File: src/rtl/sbd_map.vh
`ifndef SBD_MAP_VH
`define SBD_MAP_VH
// Register indexes of the block (word addresses within the switch register space).
`define SBD_ADDR_MASK 16'h1c20
`define SBD_ADDR_PEND 16'h1c21
// Mask register field and reset value.
`define SBD_MASK_BIT 0
`define SBD_MASK_RESET 1'h1
// Pending register field positions.
`define SBD_A_VALID 0
`define SBD_A_PORT_LO 1
`define SBD_A_PORT_HI 2
`define SBD_A_CAUSE_LO 3
`define SBD_A_CAUSE_HI 6
`define SBD_B_VALID 7
`define SBD_B_PORT_LO 8
`define SBD_B_PORT_HI 9
`define SBD_B_CAUSE_LO 10
`define SBD_B_CAUSE_HI 13
// Drop cause codes.
`define SBD_CAUSE_BCAST_LEVEL 4'h0
`define SBD_CAUSE_RED 4'h1
`define SBD_CAUSE_NO_BUFFER 4'h2
`define SBD_CAUSE_NO_DESC 4'h3
`define SBD_CAUSE_NO_DEST 4'h4
`define SBD_CAUSE_RX_ERROR 4'h5
`define SBD_CAUSE_DROP_LEVEL 4'h6
`define SBD_CAUSE_YELLOW 4'h9
// Port encodings.
`define SBD_PORT_0 2'h0
`define SBD_PORT_1 2'h1
`define SBD_PORT_2 2'h2
`define SBD_PORT_RSVD 2'h3
`endif

File: src/rtl/sbd_drop_irq.v
`default_nettype none
`include "sbd_map.vh"
module sbd_drop_irq
(
  input wire clk_sys_in,
  input wire reset_n_in,
  input wire reg_rd_in,
  input wire reg_wr_in,
  input wire [15:0] reg_addr_in,
  input wire [31:0] reg_wdata_in,
  output wire [31:0] reg_rdata_out,
  input wire drop_in,
  input wire [3:0] drop_cause_in,
  input wire [1:0] drop_port_in,
  output wire irq_out
);
  reg mask_reg; // Interrupt mask, set from reset.
  reg mask_next; // Next value of the mask flop.
  reg [31:0] rdata_reg; // Read data captured on a read strobe.
  reg [31:0] rdata_next; // Next value of the read data flop.
  reg [31:0] pend_word; // Assembled pending register, reserved bits zero.
  reg load_a; // Drop goes to record A.
  reg load_b; // Drop goes to record B.
  wire a_valid; // Record A occupied.
  wire b_valid; // Record B occupied.
  wire [3:0] a_cause; // Cause code held in record A.
  wire [1:0] a_port; // Ingress port held in record A.
  wire [3:0] b_cause; // Cause code held in record B.
  wire [1:0] b_port; // Ingress port held in record B.
  wire mask_sel; // Bus index points at the mask register.
  wire pend_sel; // Bus index points at the pending register.
  wire mask_write; // Write strobe aimed at the mask register.
  wire mask_read; // Read strobe aimed at the mask register.
  wire pend_read; // Clearing read of the pending register.
  wire any_valid; // At least one record waits for software.

  // Compares a bus index with one register index. The same decode serves the
  // write path, the read path and the clearing read, so it is kept in one place.
  function addr_hit;
    input [15:0] addr;
    input [15:0] target;
    begin
      addr_hit = (addr == target);
    end
  endfunction

  // Packs one record into its seven-bit slot: cause above port above valid.
  // Both records share this layout, so A and B cannot drift apart.
  function [6:0] pack_record;
    input valid;
    input [1:0] port;
    input [3:0] cause;
    begin
      pack_record = {cause, port, valid};
    end
  endfunction

  // Register decode. Every access is a one-cycle strobe, so the decode needs no state.
  assign mask_sel = addr_hit(reg_addr_in, `SBD_ADDR_MASK);
  assign pend_sel = addr_hit(reg_addr_in, `SBD_ADDR_PEND);
  assign mask_write = reg_wr_in && mask_sel;
  assign mask_read = reg_rd_in && mask_sel;
  // Writes to the pending register are not decoded: its fields change only by
  // capture and by the clearing read.
  assign pend_read = reg_rd_in && pend_sel;

  // Record steering. Record A fills first and B takes a drop only while A is
  // occupied, so two separate drops are kept until software reads.
  // With both records full a further drop is discarded unless it meets the clearing read: overwriting would destroy
  // a record that software has not yet seen, and the older pair is worth more.
  always @*
  begin
    load_a = 1'h0;
    load_b = 1'h0;
    if (drop_in)
    begin
      if (pend_read)
      begin
        // The read empties both records at this edge, so the drop goes to A
        // and is reported by the next read; the set wins over the clear.
        load_a = 1'h1;
      end
      else
      begin
        case ({a_valid, b_valid})
          2'h0:
          begin
            // Both records empty: the drop opens record A.
            load_a = 1'h1;
          end
          2'h2:
          begin
            // Record A occupied and B free: the drop goes to B.
            load_b = 1'h1;
          end
          2'h3:
          begin
            // Both records occupied: the drop is lost until software reads.
            load_b = 1'h0;
          end
          default:
          begin
            // B full with A empty cannot arise, as both clear together; refill A.
            load_a = 1'h1;
          end
        endcase
      end
    end
  end

  // Record A, bits 6:0.
  sbd_record rec_a
  (
    .clk_sys_in(clk_sys_in),
    .reset_n_in(reset_n_in),
    .load_in(load_a),
    .clear_in(pend_read),
    .cause_in(drop_cause_in), // Codes are kept as given.
    .port_in(drop_port_in),
    .valid_out(a_valid),
    .cause_out(a_cause),
    .port_out(a_port)
  );

  // Record B, bits 13:7.
  sbd_record rec_b
  (
    .clk_sys_in(clk_sys_in),
    .reset_n_in(reset_n_in),
    .load_in(load_b),
    .clear_in(pend_read),
    .cause_in(drop_cause_in),
    .port_in(drop_port_in),
    .valid_out(b_valid),
    .cause_out(b_cause),
    .port_out(b_port)
  );

  // Pending word: record A in bits 6:0, record B in bits 13:7, reserved bits
  // 31:14 zero. The slots come from the field-position constants.
  always @*
  begin
    pend_word = 32'h00000000;
    // Record A: valid at bit 0, port at 2:1, cause at 6:3.
    pend_word[`SBD_A_CAUSE_HI:`SBD_A_VALID] = pack_record(a_valid, a_port, a_cause);
    // Record B: valid at bit 7, port at 9:8, cause at 13:10.
    pend_word[`SBD_B_CAUSE_HI:`SBD_B_VALID] = pack_record(b_valid, b_port, b_cause);
  end

  // Mask next value. Only a mask write reaches this flop; the records have their
  // own load and clear terms, so masking never alters what was recorded.
  always @*
  begin
    mask_next = mask_reg;
    if (mask_write)
    begin
      // Bits 31:1 of the written word are reserved and ignored.
      mask_next = reg_wdata_in[`SBD_MASK_BIT];
    end
  end

  // Mask flop. Reset leaves the interrupt masked until software opens it.
  always @(posedge clk_sys_in or negedge reset_n_in)
  begin
    if (!reset_n_in)
    begin
      mask_reg <= `SBD_MASK_RESET;
    end
    else
    begin
      mask_reg <= mask_next;
    end
  end

  // Read data next value. The pending word is taken before the clear lands, so a
  // read returns what the records held at its strobe edge.
  always @*
  begin
    rdata_next = rdata_reg;
    if (pend_read)
    begin
      rdata_next = pend_word;
    end
    else if (mask_read)
    begin
      // Reserved mask bits read as zero.
      rdata_next = {31'h00000000, mask_reg};
    end
    else if (reg_rd_in)
    begin
      // Unmapped indexes read as zero rather than as stale data.
      rdata_next = 32'h00000000;
    end
  end

  // Read data flop. It holds between reads, so software may pick it up late.
  always @(posedge clk_sys_in or negedge reset_n_in)
  begin
    if (!reset_n_in)
    begin
      rdata_reg <= 32'h00000000;
    end
    else
    begin
      rdata_reg <= rdata_next;
    end
  end

  assign reg_rdata_out = rdata_reg;

  // Any record still waiting for software keeps the request alive.
  assign any_valid = a_valid || b_valid;
  // The interrupt is a level; the mask gates only this output. Being built from
  // flops it has no glitches, and it follows a mask write one cycle later.
  assign irq_out = any_valid && !mask_reg;
endmodule // sbd_drop_irq
`default_nettype wire

File: src/rtl/sbd_record.v
`default_nettype none
`include "sbd_map.vh"
// One drop record: a valid flag with cause and port fields, cleared by a read.
module sbd_record
(
  input wire clk_sys_in,
  input wire reset_n_in,
  input wire load_in,
  input wire clear_in,
  input wire [3:0] cause_in,
  input wire [1:0] port_in,
  output wire valid_out,
  output wire [3:0] cause_out,
  output wire [1:0] port_out
);
  reg valid_reg; // Record holds a captured drop.
  reg [3:0] cause_reg; // Captured drop cause.
  reg [1:0] port_reg; // Captured ingress port.

  // A load in the same cycle as the clearing read wins, so no drop is lost.
  always @(posedge clk_sys_in or negedge reset_n_in)
  begin
    if (!reset_n_in)
    begin
      valid_reg <= 1'h0;
      cause_reg <= 4'h0;
      port_reg <= 2'h0;
    end
    else if (load_in)
    begin
      valid_reg <= 1'h1;
      cause_reg <= cause_in;
      port_reg <= port_in;
    end
    else if (clear_in)
    begin
      valid_reg <= 1'h0;
      cause_reg <= 4'h0;
      port_reg <= 2'h0;
    end
  end

  assign valid_out = valid_reg;
  assign cause_out = cause_reg;
  assign port_out = port_reg;
endmodule // sbd_record
`default_nettype wire
File: config.mk
export PLATFORM = sky130hd
export DESIGN_NAME = sbd_drop_irq
export DESIGN_NICKNAME = d
export VERILOG_FILES = /design/src/rtl/sbd_drop_irq.v /design/src/rtl/sbd_record.v
export VERILOG_INCLUDE_DIRS = /design/src /design/src/rtl
export SDC_FILE = /design/constraint.sdc
export NUM_CORES = 1
export LEC_CHECK = 0
export BUFFER_PORTS_ARGS = -buffer_cell sky130_fd_sc_hd__clkbuf_2
export CAP_MARGIN = 20
export CORE_MARGIN = 10
export CORE_UTILIZATION = 37
export DETAILED_ROUTE_END_ITERATION = 12
export PLACE_DENSITY = 0.8
export SLEW_MARGIN = 25
export SYNTH_ARGS = -nofsm -noshare
export SYNTH_HDL_FRONTEND = slang
export SYNTH_SLANG_ARGS = --single-unit
File: constraint.sdc
create_clock -name clk_sys_in -period 1.3 [get_ports clk_sys_in]
set_clock_uncertainty 0.15 [all_clocks]
set_input_delay 0.13 -clock clk_sys_in [delete_from_list [all_inputs] [get_ports clk_sys_in]]
set_output_delay 0.13 -clock clk_sys_in [all_outputs]
set_load 0.005 [all_outputs]
# Yosys cells after proc, flatten, opt, wreduce, memory -nomap -nowiden
# Index checks and enable logic that the tools add are counted.
[word_totals]
romBits = 0
output_inout_bits = 33
in_bits = 59
ram_bits = 0
ff_bits = 47
n_memories = 0
elab_cells = 40
latch_bits = 0
[classes]
magnitude_cmp = 0
n_mul = 0
muxes = 18
shifts = 0
div_mod_pow = 0
n_bitwise = 0
n_eq_ne = 4
n_reduce_logical = 10
addsub = 0
[ops]
columns = ["op", "count"]
rows = [
  ["$mux 32", 3],
  ["$eq 16x13->1 const B", 2],
  ["$mux 4", 3],
  ["$mux 1", 9],
  ["$mux 2", 3],
  ["$eq 2x2->1 const B", 2],
  ["$logic_and 1x1->1", 4],
  ["$reduce_bool 2->1", 2],
  ["$reduce_bool 3->1", 1],
  ["$reduce_or 2->1", 1],
  ["$logic_not 1->1", 1],
  ["$logic_or 1x1->1", 1],
]

# Longest topological paths before layout
# Gate-level depths: netlist of run 1.
[logic_depth]
ltp_word = 6
ltp_mapped = 5
depth_no_buf = 4

# Hierarchy
# A second synthesis of run 1 with hierarchy kept.
[unflattened]
hier_cells = 101
hier_area_um2 = 1347.5
[by_module_without_submodules]
columns = ["mod", "area_per_inst_um2", "seq_area_each_um2", "n_inst", "cells_each"]
rows = [
  ["sbd_drop_irq", 804.5, 376.6, 1, 67],
  ["sbd_record", 271.5, 175.2, 2, 17],
]

# Worst setup path before layout of run 1
# No wires, ideal clock.
[synth_timing]
kind = "input -> register"
startpoint = "in reg_addr_in[15]"
endpoint = "reg mask_reg"
arrival_time_ns = 1.142
required_time_ns = 1.065
setup_time_ns = 0.085
path_slack_ns = -0.076
stages = 4
n_path_buf = 0
cell_sequence = "nor3b_1 > nand4_4 > nor3b_2 > mux2_1"
[synth_via]
elab_chain_len = 2
[synth_rtl]
columns = ["element", "line_no", "source"]
rows = [
  ["start: declaration", "sbd_drop_irq.v:9", "input wire [15:0] reg_addr_in,"],
  ["$eq 16x13->1", "sbd_drop_irq.v:43", "addr_hit = (addr == target);"],
  ["$logic_and 1x1->1", "sbd_drop_irq.v:61", "assign mask_write = reg_wr_in && mask_sel;"],
  ["end signal: assignment", "sbd_drop_irq.v:167", "mask_reg <= `SBD_MASK_RESET;"],
  ["end signal: assignment", "sbd_drop_irq.v:171", "mask_reg <= mask_next;"],
  ["end: declaration", "sbd_drop_irq.v:17", "reg mask_reg;"],
]
# No other way between the ends.
# A chain may end at the register's enable or synchronous reset.

# Worst setup path in the final report of run 1
[layout_timing]
startpoint = "reg rec_b.valid_reg (netlist: rec_b.valid_out)"
endpoint = "out irq_out"
[layout_via]
elab_chain_len = 2
[layout_rtl]
columns = ["element", "line_no", "source"]
rows = [
  ["start: declaration", "sbd_record.v:16", "reg valid_reg;"],
  ["start signal: assignment", "sbd_record.v:25", "valid_reg <= 1'h0;"],
  ["start signal: assignment", "sbd_record.v:31", "valid_reg <= 1'h1;"],
  ["start signal: assignment", "sbd_record.v:37", "valid_reg <= 1'h0;"],
  ["$logic_or 1x1->1", "sbd_drop_irq.v:212", "assign any_valid = a_valid || b_valid;"],
  ["$logic_and 1x1->1", "sbd_drop_irq.v:215", "assign irq_out = any_valid && !mask_reg;"],
  ["end: declaration", "sbd_drop_irq.v:15", "output wire irq_out"],
]
# No other way between the ends.

==> results.md, run 1 <==
* Result of the run: finished, violations left
* Failing checks: negative setup slack
* Buf+Inv Stages, Crit Path at 2
* Critical path launch point type: flip-flop
* Total routed wirelength at between 3 and 4 mm
* Total power divided by cell area at between 1000 and 1500 mW/mm2
* Aggregate global routing overflow at 0
* Layout filler cell count at 303
* Finished layout cell area at between 0.0015 and 0.002 mm2
* List of cells traversed by the critical path: buf_6, nor2_4, nor2_1, clkbuf_2
* Placed cell area at approximately 0.0016 mm2
* Area growth from synthesis to final layout at 36.0%
* Synth warn at 0
* Setup repair after global routing missed its margin: yes
* Portion of the clock cycle consumed by the worst path in the final layout at 1.04
* Shortest period the worst path allows at about 1.4 ns
* Setup violations, final at 4
* Post-synthesis instance area at about 0.0013 mm2
* Initial Utilization at 0.395
* Worst skew pair latency at between 0.3 and 0.4 ns
* Post-route worst setup slack at -0.0559 ns
* First-pass GRT wire length at roughly 6 mm
* Clock sinks at 29
* Power share of the sequential group at 0.471
* Critical Path Max Stage Delay at around 0.40 ns
* Fraction of final layout cells sized beyond drive strength 1 at 0.429
* Clock input transition at the sequential cells of the worst setup and hold paths at 0.08 ns
* Average instance area after synthesis at around 13 um2
* Via count of the first global-routing pass at around 1200
* Sequential area share after synthesis at 0.539
* Combined global-route utilization of all metal layers at 0.119
* Flip-flop count of the largest register after layout at 14
* Vias at ~1100
* Post-detailed-placement half-perimeter wirelength at approximately 2.7 mm
* Die outline height at 80.4 um
* DR pass1 iterations at 4
* Number of buffers created by CTS at 5
* Drt wl/cell at roughly 17 um
* Cell variety after synth at 25
* Remaining DRCs at 0
* Number of nets at the end of the flow at between 200 and 250
* Maximum clock frequency at roughly 740 MHz
* WS Path Type: flip-flop to output port
* Number of placed I/O pins at about 90
* Cell accounting for the most synthesized area: sky130_fd_sc_hd__dfrtp_1
* Leakage power at slightly below 1 nW
* Biggest area contributors in the synthesized netlist: sky130_fd_sc_hd__dfrtp_1 (52%), sky130_fd_sc_hd__buf_4 (11%), sky130_fd_sc_hd__a22o_1 (8.4%), sky130_fd_sc_hd__a32o_1 (4.5%), sky130_fd_sc_hd__mux2i_1 (4.5%)
* Total die area at between 0.006 and 0.007 mm2
* Core area at 0.00342 mm2
* Final hold viol count at 0
* Maximum fanout along the worst path at 2
* Number of rows created at floorplan at 21
* Number of antenna violations at the first check in global routing at 0
* Worst Path Required at slightly above 1 ns
* Part of the total power dissipated in the clock network at 0.437
* Layout Utilization at 0.537
* Max cap viols at 0
* Switching power as a share of total power at 0.212
* Data arrival time of the worst path at 1.08 ns
* Count of nets left with antenna violations after detail routing at 0
* Worst Hold Class: input pin to flip-flop
* Starting DRC count in detailed routing at 47
* Number of vias per cell after detailed routing at just under 5
* Fraction of post-synthesis cell area in the top cell type by area at 0.519
* Combinational share of power at 0.092
* Power dissipated by switching net loads at roughly 0.44 mW
* Routability congestion estimate at about 0.78
* Worst path slowest cell: sky130_fd_sc_hd__dfrtp_1
* Worst path top cell family by delay: flip-flops
* Flip-flop and latch count after synthesis at 29
* Total number of H-tree levels at 2
* Max clock buf depth at 2
* Master cell of the clock root buffer: sky130_fd_sc_hd__clkbuf_4
* Die X-Extent at approximately 80 um
* Largest voltage drop on the vdd net at between 0.0007 and 0.0008 V
* Clock tree from TritonCTS: yes
* Count of input and output buffers at between 40 and 50
* Number of cells produced by synthesis at approximately 110
* Antenna diode count at 0
* Internal Power at 1.64 mW
* Slew Viols, Final at 0
* Pin count of the biggest net entering global routing at 30
* Crit path capture type: output port
==> synthesized netlist by cell type <==
cell type                   count
sky130_fd_sc_hd__o21ai_4        1
sky130_fd_sc_hd__conb_1         1
sky130_fd_sc_hd__mux2_2         1
sky130_fd_sc_hd__nor2_1        10
sky130_fd_sc_hd__nor3b_1        1
sky130_fd_sc_hd__mux2i_1        6
sky130_fd_sc_hd__a21oi_1        1
sky130_fd_sc_hd__nand4_4        1
sky130_fd_sc_hd__dfstp_2        1
sky130_fd_sc_hd__nor3b_2        1
sky130_fd_sc_hd__dfrtp_1       28
sky130_fd_sc_hd__a2bb2oi_1      1
sky130_fd_sc_hd__a32o_1         6
sky130_fd_sc_hd__nand2_1        2
sky130_fd_sc_hd__o2bb2ai_1      1
sky130_fd_sc_hd__nand3b_1       1
sky130_fd_sc_hd__nand2b_1       1
sky130_fd_sc_hd__clkbuf_1       2
sky130_fd_sc_hd__nor4_4         1
sky130_fd_sc_hd__buf_4         20
sky130_fd_sc_hd__mux2_1         1
sky130_fd_sc_hd__inv_1          2
sky130_fd_sc_hd__a22o_1        13
sky130_fd_sc_hd__and4bb_2       1
sky130_fd_sc_hd__nor4b_4        1
==> area by class of cell <==
cell class                 count  area (um2)  share of cell area
sequential                    29         727               0.396
multi-input combinational     69         542               0.295
timing repair buffer          62         398               0.217
clock inverter                 3        65.1              0.0355
tap                           46        57.6              0.0314
clock buffer                   5        37.5              0.0205
inverter                       2        7.51             0.00409
==> cell usage in the layout, fill, tap and decap left out, types with 2 or more instances in the layout <==
master                           n
sky130_fd_sc_hd__clkbuf_2       42
sky130_fd_sc_hd__dfrtp_1        28
sky130_fd_sc_hd__conb_1         18
sky130_fd_sc_hd__a22o_1         13
sky130_fd_sc_hd__nor2_1          9
sky130_fd_sc_hd__dlygate4sd3_1   9
sky130_fd_sc_hd__buf_4           7
sky130_fd_sc_hd__a32o_1          6
sky130_fd_sc_hd__mux2i_1         6
sky130_fd_sc_hd__clkbuf_4        5
sky130_fd_sc_hd__buf_6           4
sky130_fd_sc_hd__nor3b_2         2
sky130_fd_sc_hd__inv_1           2
sky130_fd_sc_hd__bufinv_16       2
==> logic make-up (layout without fill, tap and decap cells) <==
logic type / count (synthesis) / count (layout) / share of synthesized area
and+or+nand+nor: 20 / 20 / 0.117
DFF: 29 / 29 / 0.539
AOI/OAI and AO/OA: 23 / 23 / 0.158
buffers and inverters: 24 / 72 / 0.122
other: 1 / 18 / 0.00278
muxes: 8 / 8 / 0.0612
==> worst register-to-register path: cells and delay by family, from the launching register on <==
kind,cells,cell delay [ns]
AND/OR/NAND/NOR,1,0.07
AO/OA/AOI/OAI,1,0.06
buffers and inverters,2,0.29
flip-flops,1,0.41
multiplexers,1,0.27
==> through the flow <==
| step | worst slack [ns] | power, mW | hold WS [ns] | TNS [ns] | cells |
|---|---|---|---|---|---|
| after floorplan | -0.0336 | 1.11 | -0.316 | -0.0336 | 122 |
| after global placement | -0.178 | 1.15 | -0.00827 | -3.15 | 195 |
| after detailed placement | -0.238 | 1.16 | 0.000484 | -4.71 | 195 |
| after CTS | -0.0641 | 2.09 | 0.00556 | -0.279 | 215 |
| after global routing | -0.124 | 2.16 | 0.0193 | -0.633 | 216 |
| final | -0.0559 | 2.08 | 0.0171 | -0.154 | 216 |
==> metal layers <==
layer	wire length [um]	vias to the layer above	track usage	share of wire
met3	198	12	0.0512	0.054
met2	2040	36	0.209	0.56
met5	0	-	0	0
met4	122	0	0.0599	0.033
met1	1290	530	0.115	0.35
li1	-	476	-	-
==> power groups by stage <==
stage / combinational, mW / sequential, mW / clock [mW]
final: 0.191 / 0.978 / 0.907
after global routing: 0.214 / 0.986 / 0.961
after CTS: 0.188 / 0.979 / 0.924
after detailed placement: 0.164 / 0.997 / 0
after global placement: 0.152 / 0.995 / 0
after floorplan: 0.119 / 0.989 / 0
==> worst paths after layout <==
| path | from | endpoint | slack, ns | cells past startpoint |
|---|---|---|---|---|
| min in group asynchronous | reset_n_in | rec_a.cause_out[1]$_DFFE_PN0P_ | 0.18 | 3 |
| worst max-delay path | rec_b.valid_out$_DFFE_PN0P_ | irq_out | -0.06 | 4 |
| max in group asynchronous | reset_n_in | mask_reg$_DFFE_PN1P_ | 0.50 | 3 |
| worst min register to register | rec_a.port_out[0]$_DFFE_PN0P_ | reg_rdata_out[1]$_DFFE_PN0P_ | 0.34 | 1 |
| worst min-delay path | reg_addr_in[1] | reg_rdata_out[0]$_DFFE_PN0P_ | 0.02 | 4 |
| worst max register to register | rec_a.valid_out$_DFFE_PN0P_ | reg_rdata_out[0]$_DFFE_PN0P_ | -0.05 | 5 |
==> timing repair <==
| item | 4_1_cts | 5_1_grt |
|---|---|---|
| buffers inserted | 3 | 1 |
| cloned | 0 | 0 |
| hold buffers | 9 | 0 |
| gates resized for setup | 6 | 2 |
| hold endpoints to repair | 43 | 0 |
| pin swaps | 2 | 4 |
| endpoints found under the setup margin | 1 | 10 |
Note: power is estimated with default switching activity, not from simulation.
==> inputs of run 2 (changes only) <==
BUFFER_PORTS_ARGS = default   (was -buffer_cell sky130_fd_sc_hd__clkbuf_2)
CORE_UTILIZATION = 55   (was 37)
DONT_BUFFER_PORTS = 1   (was default)
PLACE_DENSITY = 0.77   (was 0.8)
==> results.md, run 2 (synthesis gave the netlist of run 1 again) <==
* Portion of the clock cycle consumed by the worst path in the final layout at 0.967 (-0.0764)
* Number of placed I/O pins at 92 (unchanged)
* Fraction of final layout cells sized beyond drive strength 1 at 0.202 (-0.228)
* Smallest hold slack at -0.000122 ns (-0.0172 ns)
* Core area at 0.00228 mm2 (-33%)
* WS Path Type: flip-flop to flip-flop
* Crit path capture type: flip-flop
* Number of antenna violations at the first check in global routing at 0 (unchanged)
* Total number of H-tree levels at 2 (unchanged)
* Die outline height at 69.5 um (-14%)
* Max clock buf depth at 2 (unchanged)
* Layout filler cell count at 157 (-48%)
* DP Cell Count at 134 (-31%)
* Area growth from synthesis to final layout at 16.9%
* Worst path slowest cell: sky130_fd_sc_hd__dfrtp_1
* Max cap viols at 0 (unchanged)
* Total die area at 0.00483 mm2 (-25%)
* Setup violations, final at 0 (-4)
* Number of buffers inserted for hold repair after clock tree synthesis at 13 (+4)
* Worst Hold Class: input pin to flip-flop
* Post-Layout Cell Count at 157 (-27%)
* Starting DRC count in detailed routing at 66 (+40%)
* Setup repair after global routing missed its margin: yes
* Number of rows created at floorplan at 17 (-19%)
* Via count of the first global-routing pass at 980 (-19%)
* Worst Path Required at 1.36 ns (+0.34 ns)
* Flip-flop count of the largest register after layout at 14 (unchanged)
* Data arrival time of the worst path at 1.32 ns (+0.24 ns)
* Leakage power at 0.777 nW (-20%)
* Antenna diode count at 0 (unchanged)
* Clock sinks at 29 (unchanged)
* Combined global-route utilization of all metal layers at 0.129 (+0.0107)
* Initial Utilization at 0.593 (+0.198)
* Layout Utilization at 0.693 (+0.156)
* Critical path launch point type: flip-flop
* Final hold viol count at 1 (+1)
* Master cell of the clock root buffer: sky130_fd_sc_hd__clkbuf_4
* Number of buffers created by CTS at 5 (unchanged)
* Maximum fanout along the worst path at 3 (+1)
* Maximum clock frequency at 796 MHz (+7.9%)
* Critical Path Max Stage Delay at 0.41 ns (about the same)
* Number of vias per cell after detailed routing at 5.46 (+12%)
* Area used by multi-input combinational logic at 543 um2 (+0.23%)
* Result of the run: finished, violations left
* Vias at 858 (-19%)
* Most common library cell in the layout ignoring fill and taps: sky130_fd_sc_hd__dfrtp_1
* Slew Viols, Final at 0 (unchanged)
* Number of nets at the end of the flow at 187 (-18%)
* Largest voltage drop on the vdd net at 0.000880 V (+14%)
* Worst path top cell family by delay: flip-flops
* DR pass1 iterations at 4 (unchanged)
* Remaining DRCs at 0 (unchanged)
* First-pass GRT wire length at 5.07 mm (-15%)
* List of cells traversed by the critical path: nand3b_1, buf_4, mux2i_1, nor2_1
* Buf+Inv Stages, Crit Path at 1 (-1)
* Register area at 728 um2 (+0.17%)
* Clock tree from TritonCTS: yes
* Failing checks: negative hold slack
* Drt wl/cell at 20.4 um (+20%)
* Count of input and output buffers at 0 (-100%)
* Pin count of the biggest net entering global routing at 30 (unchanged)
* Post-detailed-placement half-perimeter wirelength at 2.31 mm (-13%)
* Clock input transition at the sequential cells of the worst setup and hold paths at 0.08 ns (about the same)
* Total power divided by cell area at 1070 mW/mm2 (-5.3%)
* Count of nets left with antenna violations after detail routing at 0 (unchanged)
* Aggregate global routing overflow at 0 (unchanged)
* Shortest period the worst path allows at 1.26 ns (-0.0994 ns)
* Die X-Extent at 69.5 um (-14%)
* Total routed wirelength at 3.20 mm (-12%)
* Commonest cells after routing, fill and taps aside: sky130_fd_sc_hd__dfrtp_1 (27), sky130_fd_sc_hd__conb_1 (18), sky130_fd_sc_hd__a22o_1 (13)
* Routability congestion estimate at 0.747 (-4.6%)
* Worst skew pair latency at 0.31 ns (-0.02 ns)
==> run 2: changes by cell type in the layout (fill, tap and decap cells not counted), sizes merged <==
cell,before,now
clkinv,1,0
clkbuf,47,8
buf,11,9
bufinv,2,0
dlygate4sd3,9,12
==> run 2: final cells by class <==
cell class / instances / share of cell area
flip-flops and latches: 29 / 0.462
multi-input cells: 69 / 0.344
repair buffers: 21 / 0.129
clock buffers: 8 / 0.0373
well taps: 28 / 0.0222
inverters: 2 / 0.00476
==> run 2: final timing paths <==
| path | cells past startpoint | to | from | slack (ns) |
|---|---|---|---|---|
| max | 4 | rec_b.port_out[1]$_DFFE_PN0P_ | rec_b.valid_out$_DFFE_PN0P_ | 0.04 |
| min | 4 | reg_rdata_out[0]$_DFFE_PN0P_ | reg_addr_in[7] | -0.0001 |
| max reg2reg | 4 | rec_b.port_out[1]$_DFFE_PN0P_ | rec_b.valid_out$_DFFE_PN0P_ | 0.04 |
| min reg2reg | 1 | reg_rdata_out[1]$_DFFE_PN0P_ | rec_a.port_out[0]$_DFFE_PN0P_ | 0.33 |
| max in group asynchronous | 2 | mask_reg$_DFFE_PN1P_ | reset_n_in | 0.67 |
| min in group asynchronous | 2 | reg_rdata_out[1]$_DFFE_PN0P_ | reset_n_in | 0.08 |
==> run 2: repair_timing <==
item / 4_1_cts / 5_1_grt
gates resized for setup: 2 / 2
pin swaps: 0 / 1
setup buffers: 0 / 2
endpoints found under the setup margin: 7 / 7
hold endpoints to repair: 45 / 1
==> run 2: where the power goes <==
group | internal [mW] | switching (mW) | total, mW | leakage, nW
registers | 0.952 | 0.0272 | 0.979 | 0.374
logic | 0.0738 | 0.0795 | 0.153 | 0.370
clock network | 0.266 | 0.292 | 0.559 | 0.0326
==> run 2: metal layers <==
metal	vias up	global-route usage	part of all wire
met3	7	0.0670	0.094
met2	36	0.222	0.55
li1	392	-	-
met4	0	0.0466	0.019
met5	-	0	0
met1	423	0.130	0.34
==> run 2: per-stage QoR <==
step / setup WS, ns / power, mW / setup TNS, ns / cell area, um2 / hold slack, ns
6_report: 0.0435 / 1.69 / 0 / 1580 / -0.000122
5_1_grt: -0.0165 / 1.78 / -0.0400 / 1580 / -0.0106
4_1_cts: 0.0264 / 1.70 / 0 / 1550 / -0.0317
3_5_place_dp: -0.168 / 1.08 / -1.60 / 1340 / -0.315
3_3_place_gp: -0.104 / 1.07 / -0.725 / 1340 / -0.315
2_1_floorplan: -0.0336 / 1.11 / -0.0336 / 1420 / -0.316
==> run 2: worst min-delay path, delay by kind of cell <==
kind,cells,cell delay [ns]
compound gates,1,0.06
buf+inv,1,0.11
simple gates,2,0.13
==> inputs of run 3 (changes only) <==
ABC_AREA = 1   (was default)
CAP_MARGIN = 30   (was 20)
CORE_UTILIZATION = 56   (was 55)
PLACE_DENSITY = 0.78   (was 0.77)
==> results.md, run 3 <==
* Flip-flop and latch count after synthesis at 29 (unchanged)
* Count of nets left with antenna violations after detail routing at 0 (unchanged)
* Number of cells produced by synthesis at 175 (+67%)
* Die X-Extent at 73.8 um (+6.1%)
* Area used by multi-input combinational logic at 694 um2 (+28%)
* Register area at 727 um2 (-0.17%)
* Number of vias per cell after detailed routing at 5.35 (-2.1%)
* Post-synthesis instance area at 0.00162 mm2 (+20%)
* Most common library cell in the layout ignoring fill and taps: sky130_fd_sc_hd__nand2_1
* Fraction of final layout cells sized beyond drive strength 1 at 0.264 (+0.0621)
* Clock input transition at the sequential cells of the worst setup and hold paths at 0.09 ns (about the same)
* Number of placed I/O pins at 92 (unchanged)
* Portion of the clock cycle consumed by the worst path in the final layout at 0.952 (-0.0149)
* Worst skew pair latency at 0.33 ns (+0.02 ns)
* Number of nets at the end of the flow at 260 (+39%)
* Fraction of post-synthesis cell area in the top cell type by area at 0.433 (-0.0864)
* Sequential area share after synthesis at 0.449 (-0.0896)
* Number of buffers created by CTS at 5 (unchanged)
* Leakage power at 0.921 nW (+19%)
* Count of input and output buffers at 0 (unchanged)
* Total power divided by cell area at 1080 mW/mm2 (+0.78%)
* Max clock buf depth at 2 (unchanged)
* Remaining DRCs at 0 (unchanged)
* Smallest hold slack at -0.0524 ns (-0.0522 ns)
* Cell variety after synth at 25 (unchanged)
* Maximum clock frequency at 808 MHz (+1.6%)
* Routability congestion estimate at 0.801 (+7.2%)
* Crit path capture type: output port
* Switching power as a share of total power at 0.290 (+0.0546)
* Worst reg2reg path depth at 4 (unchanged)
* Largest voltage drop on the vdd net at 0.000994 V (+13%)
* Antenna diode count at 0 (unchanged)
* Via count of the first global-routing pass at 1294 (+32%)
* Total routed wirelength at 3.87 mm (+21%)
* Clock sinks at 29 (unchanged)
* Average instance area after synthesis at 9.24 um2 (-28%)
* Number of buffers inserted for hold repair after clock tree synthesis at 19 (+6)
* Worst path slowest cell: sky130_fd_sc_hd__dfstp_2
* Max cap viols at 0 (unchanged)
* Layout Utilization at 0.683 (-0.00938)
* Setup slack of the most critical reg-to-reg path at 0.08 ns (+0.04 ns)
* Worst r2r src: rec_a.valid_out$_DFFE_PN0P_
* List of cells traversed by the critical path: a21oi_4
* Synth warn at 0 (unchanged)
* Combined global-route utilization of all metal layers at 0.147 (+0.0174)
* WS Path Type: flip-flop to output port
* Most frequent cell after synthesis: sky130_fd_sc_hd__nand2_1
* Total number of H-tree levels at 2 (unchanged)
* Data arrival time of the worst path at 0.96 ns (-0.36 ns)
* Worst Path Required at 1.02 ns (-0.34 ns)
* Core area at 0.00276 mm2 (+21%)
* Clock tree from TritonCTS: yes
* Combinational share of power at 0.190 (+0.099)
* Layout filler cell count at 223 (+42%)
* Cell accounting for the most synthesized area: sky130_fd_sc_hd__dfrtp_1
* Vias at 1241 (+45%)
* Worst path top cell family by delay: flip-flops
* Number of stages on the worst hold path at 5 (+1)
* Post-route total power at 2.04 mW (+20%)
* Final hold viol count at 3 (+2)
* Top flip-flop cell by instance count after synthesis: sky130_fd_sc_hd__dfrtp_1
* End of the worst register-to-register path: rec_a.port_out[0]$_DFFE_PN0P_
* Number of rows created at floorplan at 19 (+2)
* DR pass1 iterations at 4 (unchanged)
* Top post-synthesis cells by count: sky130_fd_sc_hd__nand2_1 (35), sky130_fd_sc_hd__dfrtp_1 (28), sky130_fd_sc_hd__inv_1 (19), sky130_fd_sc_hd__buf_4 (18), sky130_fd_sc_hd__o21ai_2 (13)
* Aggregate global routing overflow at 0 (unchanged)
* Internal Power at 1.44 mW (+12%)
* Post-detailed-placement half-perimeter wirelength at 2.72 mm (+18%)
* Hold endpoint: mask_reg$_DFFE_PN1P_
* Die outline height at 73.8 um (+6.1%)
* Maximum fanout along the worst path at 3 (unchanged)
* Starting DRC count in detailed routing at 56 (-15%)
* Area growth from synthesis to final layout at 16.5%
* Part of the total power dissipated in the clock network at 0.272 (-0.058)
* Initial Utilization at 0.587 (-0.00597)
* Critical path launch point type: flip-flop
* Setup violations, final at 0 (unchanged)
* Power dissipated by switching net loads at 0.592 mW (+48%)
* Number of antenna violations at the first check in global routing at 0 (unchanged)
* Drt wl/cell at 16.7 um (-18%)
* Number of flops mapped to enable cells by yosys at 0 (unchanged)
* Worst Hold Class: input pin to flip-flop
* Master cell of the clock root buffer: sky130_fd_sc_hd__clkbuf_4
* Result of the run: finished, violations left
* Flip-flop count of the largest register after layout at 14 (unchanged)
* First-pass GRT wire length at 6.21 mm (+22%)
* Hold Crit Start: reg_addr_in[1]
* Pin count of the biggest net entering global routing at 30 (unchanged)
* Total die area at 0.00544 mm2 (+13%)
* Critical Path Max Stage Delay at 0.58 ns (+0.17 ns)
* Setup repair after global routing missed its margin: yes
* Proportion of synthesized flip-flops having asynchronous set or reset at 1.00 (unchanged)
* Failing checks: negative hold slack
* Power share of the sequential group at 0.538 (-0.041)
* Shortest period the worst path allows at 1.24 ns (-0.0194 ns)
* Biggest area contributors in the synthesized netlist: sky130_fd_sc_hd__dfrtp_1 (43%), sky130_fd_sc_hd__buf_4 (8.4%), sky130_fd_sc_hd__nand2_1 (8.1%), sky130_fd_sc_hd__o211ai_2 (7.7%), sky130_fd_sc_hd__o21ai_2 (7.0%)
* Buf+Inv Stages, Crit Path at 0 (-1)
* Commonest cells after routing, fill and taps aside: sky130_fd_sc_hd__nand2_1 (35), sky130_fd_sc_hd__dfrtp_1 (28), sky130_fd_sc_hd__inv_1 (19)
* Slew Viols, Final at 0 (unchanged)
[run 3: changes by cell type in the layout (fill, tap and decap cells not counted), sizes merged, moves of 4 or more]
cell,previous run,this run
o21ai,1,15
nand3,0,14
inv,2,24
mux2i,6,0
o211ai,0,12
nand2,2,36
nand4,1,8
a32o,6,0
a22o,13,0
dlygate4sd3,12,16
[run 3: power groups by stage]
stage / combinational, mW / clock [mW] / sequential, mW
3_5_place_dp: 0.292 / 0 / 1.12
4_1_cts: 0.384 / 0.562 / 1.10
6_report: 0.387 / 0.554 / 1.10
5_1_grt: 0.443 / 0.606 / 1.11
3_3_place_gp: 0.281 / 0 / 1.11
2_1_floorplan: 0.293 / 0 / 1.10
[run 3: logic make-up after synthesis]
group,synth area share
other cells,0.00232
compound gates,0.166
simple gates,0.213
flops,0.449
buf+inv,0.169
[run 3: final cells by class]
| class | instances | share of cell area |
|---|---|---|
| Clock buffer | 7 | 0.0292 |
| Inverter | 25 | 0.0525 |
| Multi-Input combinational cell | 115 | 0.369 |
| Sequential cell | 29 | 0.386 |
| Tap cell | 31 | 0.0206 |
| Timing Repair Buffer | 25 | 0.143 |
[run 3: per-layer routing]
layer | up-vias | track usage | part of all wire
li1 | 589 | - | -
met1 | 592 | 0.157 | 0.37
met2 | 52 | 0.243 | 0.50
met3 | 8 | 0.0659 | 0.10
met4 | 0 | 0.0621 | 0.023
met5 | - | 0 | 0
[run 3: what timing repair did]
action,CTS,global route
gates resized for setup,1,4
buffers inserted,2,0
pin swaps,0,0
setup endpoints to repair,1,9
hold endpoints to repair,45,3
[run 3: through the flow]
stage	instances	cell area [um2]	TNS (ns)	worst slack, ns	hold WS (ns)
after detailed placement	205	1610	0	0.00804	-0.315
after CTS	233	1880	0	0.00419	-0.0627
final	232	1880	0	0.0629	-0.0524
after global placement	205	1610	0	0.0585	-0.314
after global routing	232	1880	-0.00595	-0.00399	-0.0379
after floorplan	192	1680	0	0.183	-0.316
[run 3: worst max-delay path by stage]
stage,depth (start not counted),start,to
2_1_floorplan,7,reg_addr_in[7],rec_a.cause_out[2]$_DFFE_PN0P_
3_3_place_gp,7,reg_addr_in[9],rec_b.port_out[0]$_DFFE_PN0P_
3_5_place_dp,7,reg_addr_in[9],rec_b.cause_out[0]$_DFFE_PN0P_
4_1_cts,6,drop_in,rec_b.cause_out[0]$_DFFE_PN0P_
5_1_grt,5,rec_b.valid_out$_DFFE_PN0P_,rec_b.port_out[0]$_DFFE_PN0P_
6_report,1,mask_reg$_DFFE_PN1P_,irq_out
